## src/hdl/muh_pkg.sv

```systemverilog
// Constants, types and the host register map shared by both link ends.
package muh_pkg;
   localparam int CLK_PERIOD_NS = 10;
   localparam int BIT_PERIOD_US = 32;
   localparam int BIT_CYC = BIT_PERIOD_US * 1000 / CLK_PERIOD_NS;
   localparam logic [11:0] BIT_RELOAD = 12'(BIT_CYC - 1);
   localparam logic [11:0] HALF_RELOAD = 12'(BIT_CYC / 2 - 1);
   localparam logic [11:0] CNT_ZERO = 12'h000;
   localparam logic [3:0] FRAME_LAST = 4'h9;
   localparam logic [3:0] START_IDX = 4'h0;
   localparam logic [3:0] BIT_ZERO = 4'h0;
   localparam int FIFO_DEPTH = 16;
   localparam logic [4:0] FIFO_FULL = 5'h10;
   localparam logic [4:0] CNT_EMPTY = 5'h00;
   localparam logic [3:0] PTR_ZERO = 4'h0;
   localparam logic [7:0] CMD_RESET = 8'hFF;
   localparam logic [7:0] CMD_PASS = 8'h3F;
   localparam logic [7:0] ACK_BYTE = 8'hFE;
   localparam logic [7:0] BYTE_ZERO = 8'h00;
   localparam logic [7:0] STATUS_RESET = 8'h80;
   localparam logic [5:0] STATUS_RSVD = 6'h00;
   localparam logic [7:0] CFG_BASE_HI = 8'h60;
   localparam logic [7:0] CFG_BASE_LO = 8'h61;
   localparam logic [7:0] CFG_ACTIVATE = 8'h30;
   localparam int ACT_BIT = 0;
   localparam logic PORT_DATA = 1'b0;
   localparam logic PORT_CMD = 1'b1;
   localparam logic LINE_IDLE = 1'b1;
   localparam logic [15:0] ADDR_ZERO = 16'h0000;
   localparam logic [3:0] HREG_ADDR_LO = 4'h0;
   localparam logic [3:0] HREG_ADDR_HI = 4'h1;
   localparam logic [3:0] HREG_IO_WR = 4'h2;
   localparam logic [3:0] HREG_IO_RD = 4'h3;
   localparam logic [3:0] HREG_RESULT = 4'h4;
   localparam logic [3:0] HREG_STATUS = 4'h5;
   localparam logic [3:0] HREG_CFG_IDX = 4'h6;
   localparam logic [3:0] HREG_CFG_DATA = 4'h7;
   typedef enum logic {TX_IDLE, TX_SHIFT} muh_tx_st_t;
   typedef enum logic {RX_IDLE, RX_RUN} muh_rx_st_t;
endpackage

```

## src/hdl/muh_io_if.sv

```systemverilog
// Host I/O and configuration link between the controller and the device.
`timescale 1ns/1ns
interface muh_io_if;
   logic [15:0] io_addr;
   logic [7:0] io_wdata;
   logic io_wr;
   logic io_rd;
   logic [7:0] io_rdata;
   logic irq;
   logic cfg_wr;
   logic [7:0] cfg_index;
   logic [7:0] cfg_wdata;
   modport dev (
      input io_addr, io_wdata, io_wr, io_rd, cfg_wr, cfg_index, cfg_wdata,
      output io_rdata, irq
   );
   modport host (
      output io_addr, io_wdata, io_wr, io_rd, cfg_wr, cfg_index, cfg_wdata,
      input io_rdata, irq
   );
endinterface

```

## src/hdl/muh_midi_dev.sv

```systemverilog
// MIDI host interface device: port decode, command controller and UART.
`timescale 1ns/1ns
module muh_midi_dev
   import muh_pkg::*;
(
   input wire logic ref_clk_i,
   input wire logic rst_b_i,
   muh_io_if.dev bus,
   input wire logic midi_rx_i,
   output logic midi_tx_o
);
   logic act_r, act_nxt, mode_r, mode_nxt, en_r, en_nxt;
   logic ack_r, ack_nxt, busy_r, busy_nxt;
   logic [7:0] base_hi_r, base_hi_nxt, base_lo_r, base_lo_nxt;
   logic [7:0] rdata_r, rdata_nxt;
   logic [7:0] tx_mem [FIFO_DEPTH];
   logic [7:0] rx_mem [FIFO_DEPTH];
   logic [3:0] tx_wp_r, tx_wp_nxt, tx_rp_r, tx_rp_nxt;
   logic [3:0] rx_wp_r, rx_wp_nxt, rx_rp_r, rx_rp_nxt;
   logic [4:0] tx_cnt_r, tx_cnt_nxt, rx_cnt_r, rx_cnt_nxt;
   muh_tx_st_t tx_st_r, tx_st_nxt;
   muh_rx_st_t rx_st_r, rx_st_nxt;
   logic [9:0] tx_sh_r, tx_sh_nxt;
   logic [3:0] tx_bit_r, tx_bit_nxt, rx_bit_r, rx_bit_nxt;
   logic [11:0] tx_tmr_r, tx_tmr_nxt, rx_tmr_r, rx_tmr_nxt;
   logic [7:0] rx_sh_r, rx_sh_nxt;
   logic tx_line_r, tx_line_nxt, rx_q_r;
   logic [15:0] base;
   logic hit, data_wr, cmd_wr, data_rd, stat_rd;
   logic rbe, tx_busy, tx_push, tx_pop, rx_push, rx_pop;
   logic do_reset, do_pass, flush_rx, flush_tx, set_ack, run;
   logic [7:0] status;

   assign base = {base_hi_r, base_lo_r[7:1], 1'b0};
   assign hit = act_r && (bus.io_addr[15:1] == base[15:1]);
   assign data_wr = hit && bus.io_wr && (bus.io_addr[0] == PORT_DATA);
   assign cmd_wr = hit && bus.io_wr && (bus.io_addr[0] == PORT_CMD);
   assign data_rd = hit && bus.io_rd && (bus.io_addr[0] == PORT_DATA);
   assign stat_rd = hit && bus.io_rd && (bus.io_addr[0] == PORT_CMD);
   assign rbe = !(ack_r || (rx_cnt_r != CNT_EMPTY));
   assign tx_busy = (tx_cnt_r == FIFO_FULL) || busy_r;
   assign status = {rbe, tx_busy, STATUS_RSVD};
   // Commands arriving while busy are dropped like data writes.
   assign do_reset = cmd_wr && !busy_r && (bus.io_wdata == CMD_RESET);
   assign do_pass = cmd_wr && !busy_r && !mode_r
      && (bus.io_wdata == CMD_PASS);
   assign flush_rx = do_reset || do_pass;
   assign flush_tx = do_reset || do_pass;
   assign set_ack = do_pass || (do_reset && !mode_r);
   assign tx_push = data_wr && en_r && mode_r && !tx_busy;
   assign rx_pop = data_rd && !ack_r && (rx_cnt_r != CNT_EMPTY);
   assign run = act_r;
   assign bus.irq = act_r && !rbe;
   assign midi_tx_o = tx_line_r;

   always_comb
   begin
      act_nxt = act_r;
      base_hi_nxt = base_hi_r;
      base_lo_nxt = base_lo_r;
      if (bus.cfg_wr)
      begin
         if (bus.cfg_index == CFG_ACTIVATE)
            act_nxt = bus.cfg_wdata[ACT_BIT];
         else if (bus.cfg_index == CFG_BASE_HI)
            base_hi_nxt = bus.cfg_wdata;
         else if (bus.cfg_index == CFG_BASE_LO)
            base_lo_nxt = {bus.cfg_wdata[7:1], 1'b0};
      end
      // Reset and mode codes differ, so at most one of them fires.
      mode_nxt = do_pass || (mode_r && !do_reset);
      en_nxt = do_pass || (en_r && !do_reset);
      busy_nxt = do_reset || do_pass;
      // The set of a new acknowledge beats the clear from a read.
      ack_nxt = set_ack || (ack_r && !data_rd);
      rdata_nxt = rdata_r;
      if (data_rd)
      begin
         if (ack_r)
            rdata_nxt = ACK_BYTE;
         else if (rx_cnt_r != CNT_EMPTY)
            rdata_nxt = rx_mem[rx_rp_r];
         else
            rdata_nxt = BYTE_ZERO;
      end
      else if (stat_rd)
         rdata_nxt = status;
   end

   always_comb
   begin
      tx_st_nxt = tx_st_r;
      tx_sh_nxt = tx_sh_r;
      tx_bit_nxt = tx_bit_r;
      tx_tmr_nxt = tx_tmr_r;
      tx_pop = 1'b0;
      case (tx_st_r)
         TX_IDLE:
         begin
            if (run && en_r && !flush_tx && (tx_cnt_r != CNT_EMPTY))
            begin
               tx_pop = 1'b1;
               tx_sh_nxt = {LINE_IDLE, tx_mem[tx_rp_r], 1'b0};
               tx_bit_nxt = BIT_ZERO;
               tx_tmr_nxt = BIT_RELOAD;
               tx_st_nxt = TX_SHIFT;
            end
         end
         TX_SHIFT:
         begin
            if (tx_tmr_r != CNT_ZERO)
               tx_tmr_nxt = tx_tmr_r - 12'h001;
            else if (tx_bit_r == FRAME_LAST)
               tx_st_nxt = TX_IDLE;
            else
            begin
               tx_sh_nxt = {LINE_IDLE, tx_sh_r[9:1]};
               tx_bit_nxt = tx_bit_r + 4'h1;
               tx_tmr_nxt = BIT_RELOAD;
            end
         end
         default:
            tx_st_nxt = TX_IDLE;
      endcase
      tx_line_nxt = (tx_st_nxt == TX_SHIFT) ? tx_sh_nxt[0] : LINE_IDLE;
   end

   always_comb
   begin
      rx_st_nxt = rx_st_r;
      rx_sh_nxt = rx_sh_r;
      rx_bit_nxt = rx_bit_r;
      rx_tmr_nxt = rx_tmr_r;
      rx_push = 1'b0;
      case (rx_st_r)
         RX_IDLE:
         begin
            if (run && en_r && (rx_q_r == 1'b0))
            begin
               // Sampling in mid-bit tolerates the one percent rate skew.
               rx_tmr_nxt = HALF_RELOAD;
               rx_bit_nxt = START_IDX;
               rx_st_nxt = RX_RUN;
            end
         end
         RX_RUN:
         begin
            if (rx_tmr_r != CNT_ZERO)
               rx_tmr_nxt = rx_tmr_r - 12'h001;
            else
            begin
               rx_tmr_nxt = BIT_RELOAD;
               rx_bit_nxt = rx_bit_r + 4'h1;
               if (rx_bit_r == START_IDX)
               begin
                  if (rx_q_r == LINE_IDLE)
                     rx_st_nxt = RX_IDLE;
               end
               else if (rx_bit_r == FRAME_LAST)
               begin
                  rx_st_nxt = RX_IDLE;
                  // A frame without a stop bit or with the FIFO full is lost.
                  rx_push = (rx_q_r == LINE_IDLE) && en_r
                     && (rx_cnt_r != FIFO_FULL);
               end
               else
                  rx_sh_nxt = {rx_q_r, rx_sh_r[7:1]};
            end
         end
         default:
            rx_st_nxt = RX_IDLE;
      endcase
   end

   always_comb
   begin
      if (flush_tx)
      begin
         tx_wp_nxt = PTR_ZERO;
         tx_rp_nxt = PTR_ZERO;
         tx_cnt_nxt = CNT_EMPTY;
      end
      else
      begin
         tx_wp_nxt = tx_wp_r + {3'h0, tx_push};
         tx_rp_nxt = tx_rp_r + {3'h0, tx_pop};
         tx_cnt_nxt = tx_cnt_r + {4'h0, tx_push} - {4'h0, tx_pop};
      end
      if (flush_rx)
      begin
         rx_wp_nxt = PTR_ZERO;
         rx_rp_nxt = PTR_ZERO;
         rx_cnt_nxt = CNT_EMPTY;
      end
      else
      begin
         rx_wp_nxt = rx_wp_r + {3'h0, rx_push};
         rx_rp_nxt = rx_rp_r + {3'h0, rx_pop};
         rx_cnt_nxt = rx_cnt_r + {4'h0, rx_push} - {4'h0, rx_pop};
      end
   end

   always_ff @(posedge ref_clk_i)
   begin
      if (tx_push)
         tx_mem[tx_wp_r] <= bus.io_wdata;
      if (rx_push && !flush_rx)
         rx_mem[rx_wp_r] <= rx_sh_r;
   end

   always_ff @(posedge ref_clk_i or negedge rst_b_i)
   begin
      if (!rst_b_i)
      begin
         act_r <= 1'b0;
         base_hi_r <= BYTE_ZERO;
         base_lo_r <= BYTE_ZERO;
         mode_r <= 1'b0;
         en_r <= 1'b0;
         ack_r <= 1'b0;
         busy_r <= 1'b0;
         rdata_r <= STATUS_RESET;
         tx_wp_r <= PTR_ZERO;
         tx_rp_r <= PTR_ZERO;
         tx_cnt_r <= CNT_EMPTY;
         rx_wp_r <= PTR_ZERO;
         rx_rp_r <= PTR_ZERO;
         rx_cnt_r <= CNT_EMPTY;
         tx_st_r <= TX_IDLE;
         tx_sh_r <= 10'h3FF;
         tx_bit_r <= BIT_ZERO;
         tx_tmr_r <= CNT_ZERO;
         tx_line_r <= LINE_IDLE;
         rx_st_r <= RX_IDLE;
         rx_sh_r <= BYTE_ZERO;
         rx_bit_r <= BIT_ZERO;
         rx_tmr_r <= CNT_ZERO;
         rx_q_r <= LINE_IDLE;
      end
      else
      begin
         act_r <= act_nxt;
         base_hi_r <= base_hi_nxt;
         base_lo_r <= base_lo_nxt;
         mode_r <= mode_nxt;
         en_r <= en_nxt;
         ack_r <= ack_nxt;
         busy_r <= busy_nxt;
         rdata_r <= rdata_nxt;
         tx_wp_r <= tx_wp_nxt;
         tx_rp_r <= tx_rp_nxt;
         tx_cnt_r <= tx_cnt_nxt;
         rx_wp_r <= rx_wp_nxt;
         rx_rp_r <= rx_rp_nxt;
         rx_cnt_r <= rx_cnt_nxt;
         tx_st_r <= tx_st_nxt;
         tx_sh_r <= tx_sh_nxt;
         tx_bit_r <= tx_bit_nxt;
         tx_tmr_r <= tx_tmr_nxt;
         tx_line_r <= tx_line_nxt;
         rx_st_r <= rx_st_nxt;
         rx_sh_r <= rx_sh_nxt;
         rx_bit_r <= rx_bit_nxt;
         rx_tmr_r <= rx_tmr_nxt;
         rx_q_r <= midi_rx_i;
      end
   end

   assign bus.io_rdata = rdata_r;
endmodule

```

## src/flat_wrapper.sv

```systemverilog
// flat-port wrapper written by rule: the top's interface ports become plain ports
module muh_midi_dev_flat import muh_pkg::*;
  (ref_clk_i, rst_b_i, midi_rx_i, midi_tx_o, bus_io_addr, bus_io_wdata, bus_io_wr, bus_io_rd, bus_cfg_wr, bus_cfg_index, bus_cfg_wdata, bus_io_rdata, bus_irq);
  muh_io_if bus_i ();
  input wire logic ref_clk_i;
  input wire logic rst_b_i;
  input wire logic midi_rx_i;
  output logic midi_tx_o;
  input wire logic [$bits(bus_i.io_addr)-1:0] bus_io_addr;
  input wire logic [$bits(bus_i.io_wdata)-1:0] bus_io_wdata;
  input wire logic [$bits(bus_i.io_wr)-1:0] bus_io_wr;
  input wire logic [$bits(bus_i.io_rd)-1:0] bus_io_rd;
  input wire logic [$bits(bus_i.cfg_wr)-1:0] bus_cfg_wr;
  input wire logic [$bits(bus_i.cfg_index)-1:0] bus_cfg_index;
  input wire logic [$bits(bus_i.cfg_wdata)-1:0] bus_cfg_wdata;
  output wire logic [$bits(bus_i.io_rdata)-1:0] bus_io_rdata;
  output wire logic [$bits(bus_i.irq)-1:0] bus_irq;
  assign bus_i.io_addr = bus_io_addr;
  assign bus_i.io_wdata = bus_io_wdata;
  assign bus_i.io_wr = bus_io_wr;
  assign bus_i.io_rd = bus_io_rd;
  assign bus_i.cfg_wr = bus_cfg_wr;
  assign bus_i.cfg_index = bus_cfg_index;
  assign bus_i.cfg_wdata = bus_cfg_wdata;
  assign bus_io_rdata = bus_i.io_rdata;
  assign bus_irq = bus_i.irq;
  muh_midi_dev u_core (.ref_clk_i(ref_clk_i), .rst_b_i(rst_b_i), .bus(bus_i), .midi_rx_i(midi_rx_i), .midi_tx_o(midi_tx_o));
endmodule
```

## config.mk

```make
export PLATFORM = sky130hd
export DESIGN_NAME = muh_midi_dev_flat
export DESIGN_NICKNAME = d
export VERILOG_FILES = /design/src/hdl/muh_pkg.sv /design/src/hdl/muh_io_if.sv /design/src/hdl/muh_midi_dev.sv /design/src/flat_wrapper.sv
export SDC_FILE = /design/constraint.sdc
export NUM_CORES = 1
export LEC_CHECK = 0
export BUFFER_PORTS_ARGS = -buffer_cell sky130_fd_sc_hd__buf_4
export CORE_ASPECT_RATIO = 1.4
export CORE_MARGIN = 2
export CORE_UTILIZATION = 58
export CTS_BUF_LIST = sky130_fd_sc_hd__clkbuf_8
export DETAILED_ROUTE_END_ITERATION = 10
export PLACE_DENSITY = 0.86
export SKIP_LAST_GASP = 1
export SYNTH_ARGS = -nofsm -noshare
export SYNTH_HDL_FRONTEND = slang
export SYNTH_SLANG_ARGS = --single-unit
```

## constraint.sdc

```tcl
create_clock -name ref_clk_i -period 4.7 [get_ports ref_clk_i]
set_clock_uncertainty 0.2 [all_clocks]
set_input_delay 0.705 -clock ref_clk_i [delete_from_list [all_inputs] [get_ports ref_clk_i]]
set_output_delay 0.705 -clock ref_clk_i [all_outputs]
set_load 0.02 [all_outputs]
```

Yosys cells after proc, flatten, opt, wreduce, memory -nomap -nowiden
Memories as Yosys holds them, arrays and structs flattened.
Index checks and enable logic that the tools add are counted.
- bits in latches: 0
- output and inout bits: 10
- ROM bits: 0
- bits of input ports: 46
- memories kept: 2
- memory bits (writable): 256
- bits in registers: 108
- logic and storage cells: 168
- memory list (name ; depth ; bits a word ; read ports ; clocked after Yosys merged registers in ; wr ports ; line ; RTL):
    u_core.rx_mem ; 16 ; 8 ; 1 ; 0 ; 1 ; muh_midi_dev.sv:17 ; logic [7:0] rx_mem [FIFO_DEPTH];
    u_core.tx_mem ; 16 ; 8 ; 1 ; 0 ; 1 ; muh_midi_dev.sv:16 ; logic [7:0] tx_mem [FIFO_DEPTH];
- reductions and logical operators: 56
- div/mod/pow operators: 0
- $lt $le $gt $ge: 0
- bitwise operators: 9
- equal/unequal tests: 16
- shifts and indexed selects: 0
- $mul: 0
- multiplexer cells: 48
- add/sub/neg operators: 12
- operators with widths (cell ; number):
    12-bit two-way mux ; 5
    12-bit one-hot mux with 2 select lines ; 2
    4-bit two-way mux ; 9
    8-bit two-way mux ; 4
    10-bit two-way mux ; 3
    1-bit logical AND ; 28
    12-bit nonzero test ; 2
    12-bit by 1-bit subtractor with 12-bit output, second input constant ; 2
    10-bit one-hot mux with 2 select lines ; 1
    1-bit two-way mux ; 18
    4-bit by 1-bit adder with 4-bit output ; 4
    8-bit by 6-bit == test with 1-bit output, second input constant ; 2
    8-bit by 7-bit == test with 1-bit output, second input constant ; 2
    4-bit one-hot mux with 2 select lines ; 2
    15-bit == test ; 1
    5-bit by 1-bit adder with 5-bit output ; 2
    5-bit two-way mux ; 2
    5-bit nonzero test ; 2
    5-bit by 1-bit subtractor with 5-bit output ; 2
    1-bit NOT ; 9
    4-bit by 1-bit adder with 4-bit output, second input constant ; 2
    4-bit == test, second input constant ; 2
    8-bit == test, second input constant ; 1
    1-bit zero test ; 8
    other kinds (12) ; 26

Depth between registers and ports, before layout
- depth after elaboration: 15
- mapped depth: 15
- depth with buffers taken out: 14

Worst setup path after synthesis
No wires, ideal clock.
- kind: input to register
- from: input bus_io_addr[3]
- to: register u_core.rx_cnt_r[4]
- data arrival time: 3.312 ns
- stages: 14
- path buffers: 0
- path slack: 1.066 ns
- library setup time: 0.121 ns
- path through: xnor2_1 -> nand4_1 -> nor4_4 -> nand2_1 -> nor4_1 -> ha_1 -> inv_1 -> ha_1 -> fa_1 -> a21oi_1 -> nor2_1 -> nor2_1 -> xnor2_1 -> nor2_1
- cells in the longest elaborated chain, start to end: 9
- elaborated cells on any way between the ends: 15
- those cells by class: add/sub: 1; eq/ne: 1; mux: 1; reduce/logical: 12
- ends and longest elaborated chain (what ; line ; RTL):
    from (decl) ; flat_wrapper.sv:9 ; input wire logic [$bits(bus_i.io_addr)-1:0] bus_io_addr;
    15-bit == test * ; muh_midi_dev.sv:35 ; assign hit = act_r && (bus.io_addr[15:1] == base[15:1]);
    1-bit logical AND * ; muh_midi_dev.sv:35 ;
    parallel branches: the longest is 6 deep, another holds 5-bit by 1-bit subtractor with 5-bit output ; - ;
    5-bit two-way mux * ; muh_midi_dev.sv:189 ; if (flush_rx)
    via u_core.rx_cnt_nxt[4] ; muh_midi_dev.sv:20 ; logic [4:0] tx_cnt_r, tx_cnt_nxt, rx_cnt_r, rx_cnt_nxt;
    to (signal assigned) ; muh_midi_dev.sv:255 ; rx_cnt_r <= rx_cnt_nxt;
    to (decl) ; muh_midi_dev.sv:20 ;
Mark *: on every way through the listed nets, which the timed path passes.
A chain may end at the register's enable or synchronous reset.

Worst setup path in the final report
- from: register u_core.rx_tmr_r[0]
- to: memory u_core.rx_mem[0][7] (enable)
- cells in the longest elaborated chain, start to end: 6
- ends and longest elaborated chain (what ; line ; RTL):
    from (decl) ; muh_midi_dev.sv:25 ; logic [11:0] tx_tmr_r, tx_tmr_nxt, rx_tmr_r, rx_tmr_nxt;
    from (signal assigned) ; muh_midi_dev.sv:264 ; rx_tmr_r <= rx_tmr_nxt;
    12-bit nonzero test ; muh_midi_dev.sv:148 ; if (rx_tmr_r != CNT_ZERO)
    1-bit two-way mux ; muh_midi_dev.sv:148 ;
    1-bit two-way mux ; muh_midi_dev.sv:135 ; case (rx_st_r)
    1-bit logical AND ; muh_midi_dev.sv:207 ; if (rx_push && !flush_rx)
    1-bit two-way mux ; muh_midi_dev.sv:207 ;
    1-bit two-way mux (not written as such) ; muh_midi_dev.sv:208 ; rx_mem[rx_wp_r] <= rx_sh_r;
    to (decl) ; muh_midi_dev.sv:17 ;
Every way passes these cells.

==> flow_results.org <==
** Drt
- Per-cell via count in the routed design :: 6.17
- Summed over all layers, the routed wires come to 32500 µm.
- Pre-antenna DRT Iters :: 5
- Dividing the detail-routed wire length by the instance count gives 21.9 µm.
- Via Count :: 9148
- For this block, the initial DRC count from the detailed router was 696.
- After detailed routing, the number of remaining DRC violations is 0.
- Antenna-violating nets left :: 0

** Placement
- DP Worst Slack :: 0.633 ns
- Detailed placer's ending HPWL :: 21600 µm
- Final weighted congestion in routability-driven placement :: 0.818
- Port buffering added 55 buffers.

** Clocking
- Post-CTS repair timing setup buffer count :: 0
- Clock-pin slew of the registers on the worst-case setup and hold paths :: 0.06 ns
- H-tree levels :: 2
- The tree is rooted in a sky130_fd_sc_hd__clkbuf_8.
- Total number of clock tree sinks :: 364
- For the worst-skew pair, the clock arrives at the later sink with an insertion delay of 0.61 ns.
- The clock passes through at most 3 buffers.
- # hold bufs at CTS :: 0
- TritonCTS built the clock tree.
- In this run, CTS created clock tree buffers numbering 52.
- Post-CTS repair changed the size of 0 cells.

** STA
- Unrepaired setup endpoints after global routing :: no
- The final count of pins violating max slew was 0.
- Summed over all failing endpoints, the final setup total negative slack is 0 ns.
- Dividing the final minimum period by the clock period gives 0.814.
- Minimum clock period after layout :: 3.83 ns
- Number of hold-slack violations in the final timing report :: 0
- Final setup fails :: 0
- Final worst slack :: 0.872 ns
- Max Freq :: 261 MHz
- Worst max-slew margin expressed relative to the limit :: 0.142
- Transition time of the tightest slew-check pin :: 1.28 ns

** Logic synthesis
- Post-synth ARST share :: 0.297
- Averaged over all synthesized cells, the footprint is 16.0 µm².
- Dominant synthesized flop cell :: sky130_fd_sc_hd__edfxtp_1
- Number of enable flip-flop cells after synthesis :: 256
- Distinct cells, synth :: 73
- When the netlist entered floorplanning its net count stood at 1064.
- Post-Syn Area :: 15800 µm²
- Yosys attributes the largest share of cell area to sky130_fd_sc_hd__edfxtp_1 49%, sky130_fd_sc_hd__dfrtp_1 15%, sky130_fd_sc_hd__mux4_2 7.3%, sky130_fd_sc_hd__mux4_1 3.7%, sky130_fd_sc_hd__dfstp_2 2.2%.
- The share of synthesized area in the top cell type comes to 0.486.
- FF+latch count, synth :: 364
- Synthesis produced a netlist whose cell count is 990.
- For this run, the register share of the synthesized area comes to 0.658.
- Cell type with the largest total area after synthesis :: sky130_fd_sc_hd__edfxtp_1
- For this run, the number of Yosys warnings is 0.

** Pwr
- IR analysis of the VDD net gives a maximum drop of 358 µV.
- For this design the static power due to leakage is 6.71 nW.
- Power spread over the standard cell area amounts to 349 nW/µm².

** Hold path
- Counting instances, the worst hold path has a depth of 1.
- For hold timing, the worst endpoint is u_core.rx_q_r.
- Tightest Hold Check Type :: in2reg
- The worst hold path begins at midi_rx_i.

** Floorplanning
- DIE HEIGHT :: 199 µm
- For this configuration, the core starts out at a cell density of 0.589.
- Number of ports placed on the die boundary :: 56
- Placeable core region :: 26800 µm²
- Die span in x :: 144 µm
- Cell row count :: 71
- The die covers 28600 µm².

** Worst setup path
- Crit path launch type :: flip-flop
- Data arrives at the worst endpoint at 3.82 ns.
- CP Capture Type :: flip-flop
- Critical path start-end classification :: reg2reg
- Worst Path Max Fanout :: 8
- Measured in cells, the most critical reg-to-reg path has a length of 9.
- For the worst setup path, the data required time is 4.70 ns.
- Worst reg2reg path endpoint :: u_core.rx_mem[0][7]
- Reg2reg start :: u_core.rx_tmr_r[0]
- Setup slack on the worst flop-to-flop path :: 0.87 ns

** GRT
- For this run the aggregate overflow at the end of global routing stands at 0.
- Initial antenna violation count :: 0
- Across every metal layer, demand over resource in global routing totals 0.235.
- The first global-routing pass estimated 50600 µm of wire.
- Vias in the first global route :: 9482
- Entering global routing, the biggest net connects 78 pins.

** Finish
- In the layout the commonest cells are 256 x sky130_fd_sc_hd__edfxtp_1, 92 x sky130_fd_sc_hd__dfrtp_1, 81 x sky130_fd_sc_hd__buf_4, 68 x sky130_fd_sc_hd__nor2_1, 58 x sky130_fd_sc_hd__clkbuf_8.
- Number of antenna repair diodes :: 0
- Layout Area Growth over Synthesis :: 12.2%
- Most common cell after layout, fill and taps aside :: sky130_fd_sc_hd__edfxtp_1
- NumNets Final :: 1149
- The filler cells instantiated in the layout total 1766.
- Of the cells placed in the final design, the portion with a size suffix greater than 1 is 0.237.

** Run status
- The flow ran to the end, and the final reports show no timing, DRC or antenna violations.

** Run
- MaxCap Viol Count :: 0
==> cells in the mapped netlist (6+ instances only) <==
master,n
sky130_fd_sc_hd__a21oi_1,27
sky130_fd_sc_hd__a22oi_1,14
sky130_fd_sc_hd__a311o_1,8
sky130_fd_sc_hd__a31oi_1,12
sky130_fd_sc_hd__buf_2,12
sky130_fd_sc_hd__clkbuf_1,24
sky130_fd_sc_hd__dfrtp_1,95
sky130_fd_sc_hd__dfstp_2,13
sky130_fd_sc_hd__edfxtp_1,256
sky130_fd_sc_hd__ha_1,26
sky130_fd_sc_hd__inv_1,28
sky130_fd_sc_hd__mux2_2,27
sky130_fd_sc_hd__mux4_1,22
sky130_fd_sc_hd__mux4_2,51
sky130_fd_sc_hd__nand2_1,29
sky130_fd_sc_hd__nand3_1,18
sky130_fd_sc_hd__nand4_1,10
sky130_fd_sc_hd__nor2_1,68
sky130_fd_sc_hd__nor2b_1,17
sky130_fd_sc_hd__nor3_1,21
sky130_fd_sc_hd__nor4_1,13
sky130_fd_sc_hd__nor4b_1,8
sky130_fd_sc_hd__o21ai_0,33
sky130_fd_sc_hd__o2bb2ai_1,6
sky130_fd_sc_hd__xnor2_1,30
sky130_fd_sc_hd__xor2_1,17
==> per-layer routing <==
metal	share of wire	GRT usage	wire length (µm)	up-vias
met5	0	0	0	-
met2	0.53	0.410	17200	366
met3	0.061	0.0410	1970	95
li1	-	-	-	4061
met4	0.040	0.119	1290	0
met1	0.37	0.280	12000	4626
==> cell type report <==
| cell class | instances | area (µm²) | share of cell area |
|---|---|---|---|
| multi-input cells | 547 | 5040 | 0.284 |
| well taps | 365 | 457 | 0.0257 |
| inverters | 29 | 109 | 0.00614 |
| repair buffers | 81 | 608 | 0.0343 |
| clock buffers | 58 | 798 | 0.0450 |
| flip-flops and latches | 364 | 10400 | 0.587 |
| clock inverters | 39 | 313 | 0.0176 |
==> stage by stage <==
| stage | utilization | area, µm² | power (W) | instances | hold WS (ns) |
|---|---|---|---|---|---|
| 3_5_place_dp | 0.620 | 16600 | 0.00366 | 1386 | 0.276 |
| 6_report | 0.661 | 17700 | 0.00619 | 1483 | 0.0359 |
| 4_1_cts | 0.661 | 17700 | 0.00623 | 1483 | 0.00332 |
| 5_1_grt | 0.661 | 17700 | 0.00637 | 1483 | 0.0103 |
| 3_3_place_gp | 0.620 | 16600 | 0.00365 | 1386 | 0.276 |
| 2_1_floorplan | - | 15800 | 0.00358 | 990 | 0.209 |
==> sequential cells by signal (all words and copies together) (netlist names), 5 cells and up <==
name / flops
u_core.tx_sh_r: 10
u_core.tx_tmr_r: 12
u_core.tx_mem: 128
u_core.rx_tmr_r: 12
u_core.tx_cnt_r: 5
u_core.rx_mem: 128
u_core.base_lo_r: 7
u_core.rx_cnt_r: 5
u_core.bus.io_rdata: 8
u_core.base_hi_r: 8
u_core.rx_sh_r: 8
==> kinds of logic after synthesis <==
| group | after synthesis | synth area share |
|---|---|---|
| XOR/XNOR | 47 | 0.0260 |
| AO/OA/AOI/OAI | 136 | 0.0567 |
| adder cells (fa/ha/maj) | 28 | 0.0231 |
| multiplexers | 102 | 0.130 |
| buffers and inverters | 79 | 0.0233 |
| flip-flops | 364 | 0.658 |
| AND/OR/NAND/NOR | 234 | 0.0829 |
==> worst max-delay path, stage by stage (launching register included) <==
cell and delay, ns:
sky130_fd_sc_hd__dfrtp_1 0.43, sky130_fd_sc_hd__inv_1 0.09, sky130_fd_sc_hd__ha_1 0.18, sky130_fd_sc_hd__or3b_1 0.47
sky130_fd_sc_hd__nor4_4 0.29, sky130_fd_sc_hd__buf_4 0.20, sky130_fd_sc_hd__nand4_2 0.17, sky130_fd_sc_hd__inv_2 0.16
sky130_fd_sc_hd__o311ai_1 0.21, sky130_fd_sc_hd__nor3_1 1.04
==> how the worst max path moves through the flow <==
stage | start | end | depth (start not counted)
after global placement | bus_io_addr[3] | u_core.rx_cnt_r[4] | 15
after floorplan | bus_io_addr[3] | u_core.rx_cnt_r[4] | 14
after detailed placement | bus_io_addr[7] | u_core.rx_cnt_r[4] | 15
after global routing | u_core.rx_tmr_r[0] | u_core.rx_mem[0][7] | 9
final | u_core.rx_tmr_r[0] | u_core.rx_mem[0][7] | 9
after CTS | u_core.rx_tmr_r[0] | u_core.rx_mem[0][7] | 9
==> power by group <==
group          internal (W)  switching, W  total (W)
clock network       0.00142       0.00117    0.00259
registers           0.00343     0.0000124    0.00345
logic             0.0000628     0.0000859   0.000149
total               0.00492       0.00127    0.00619
Note: power is estimated with default switching activity, not from simulation.
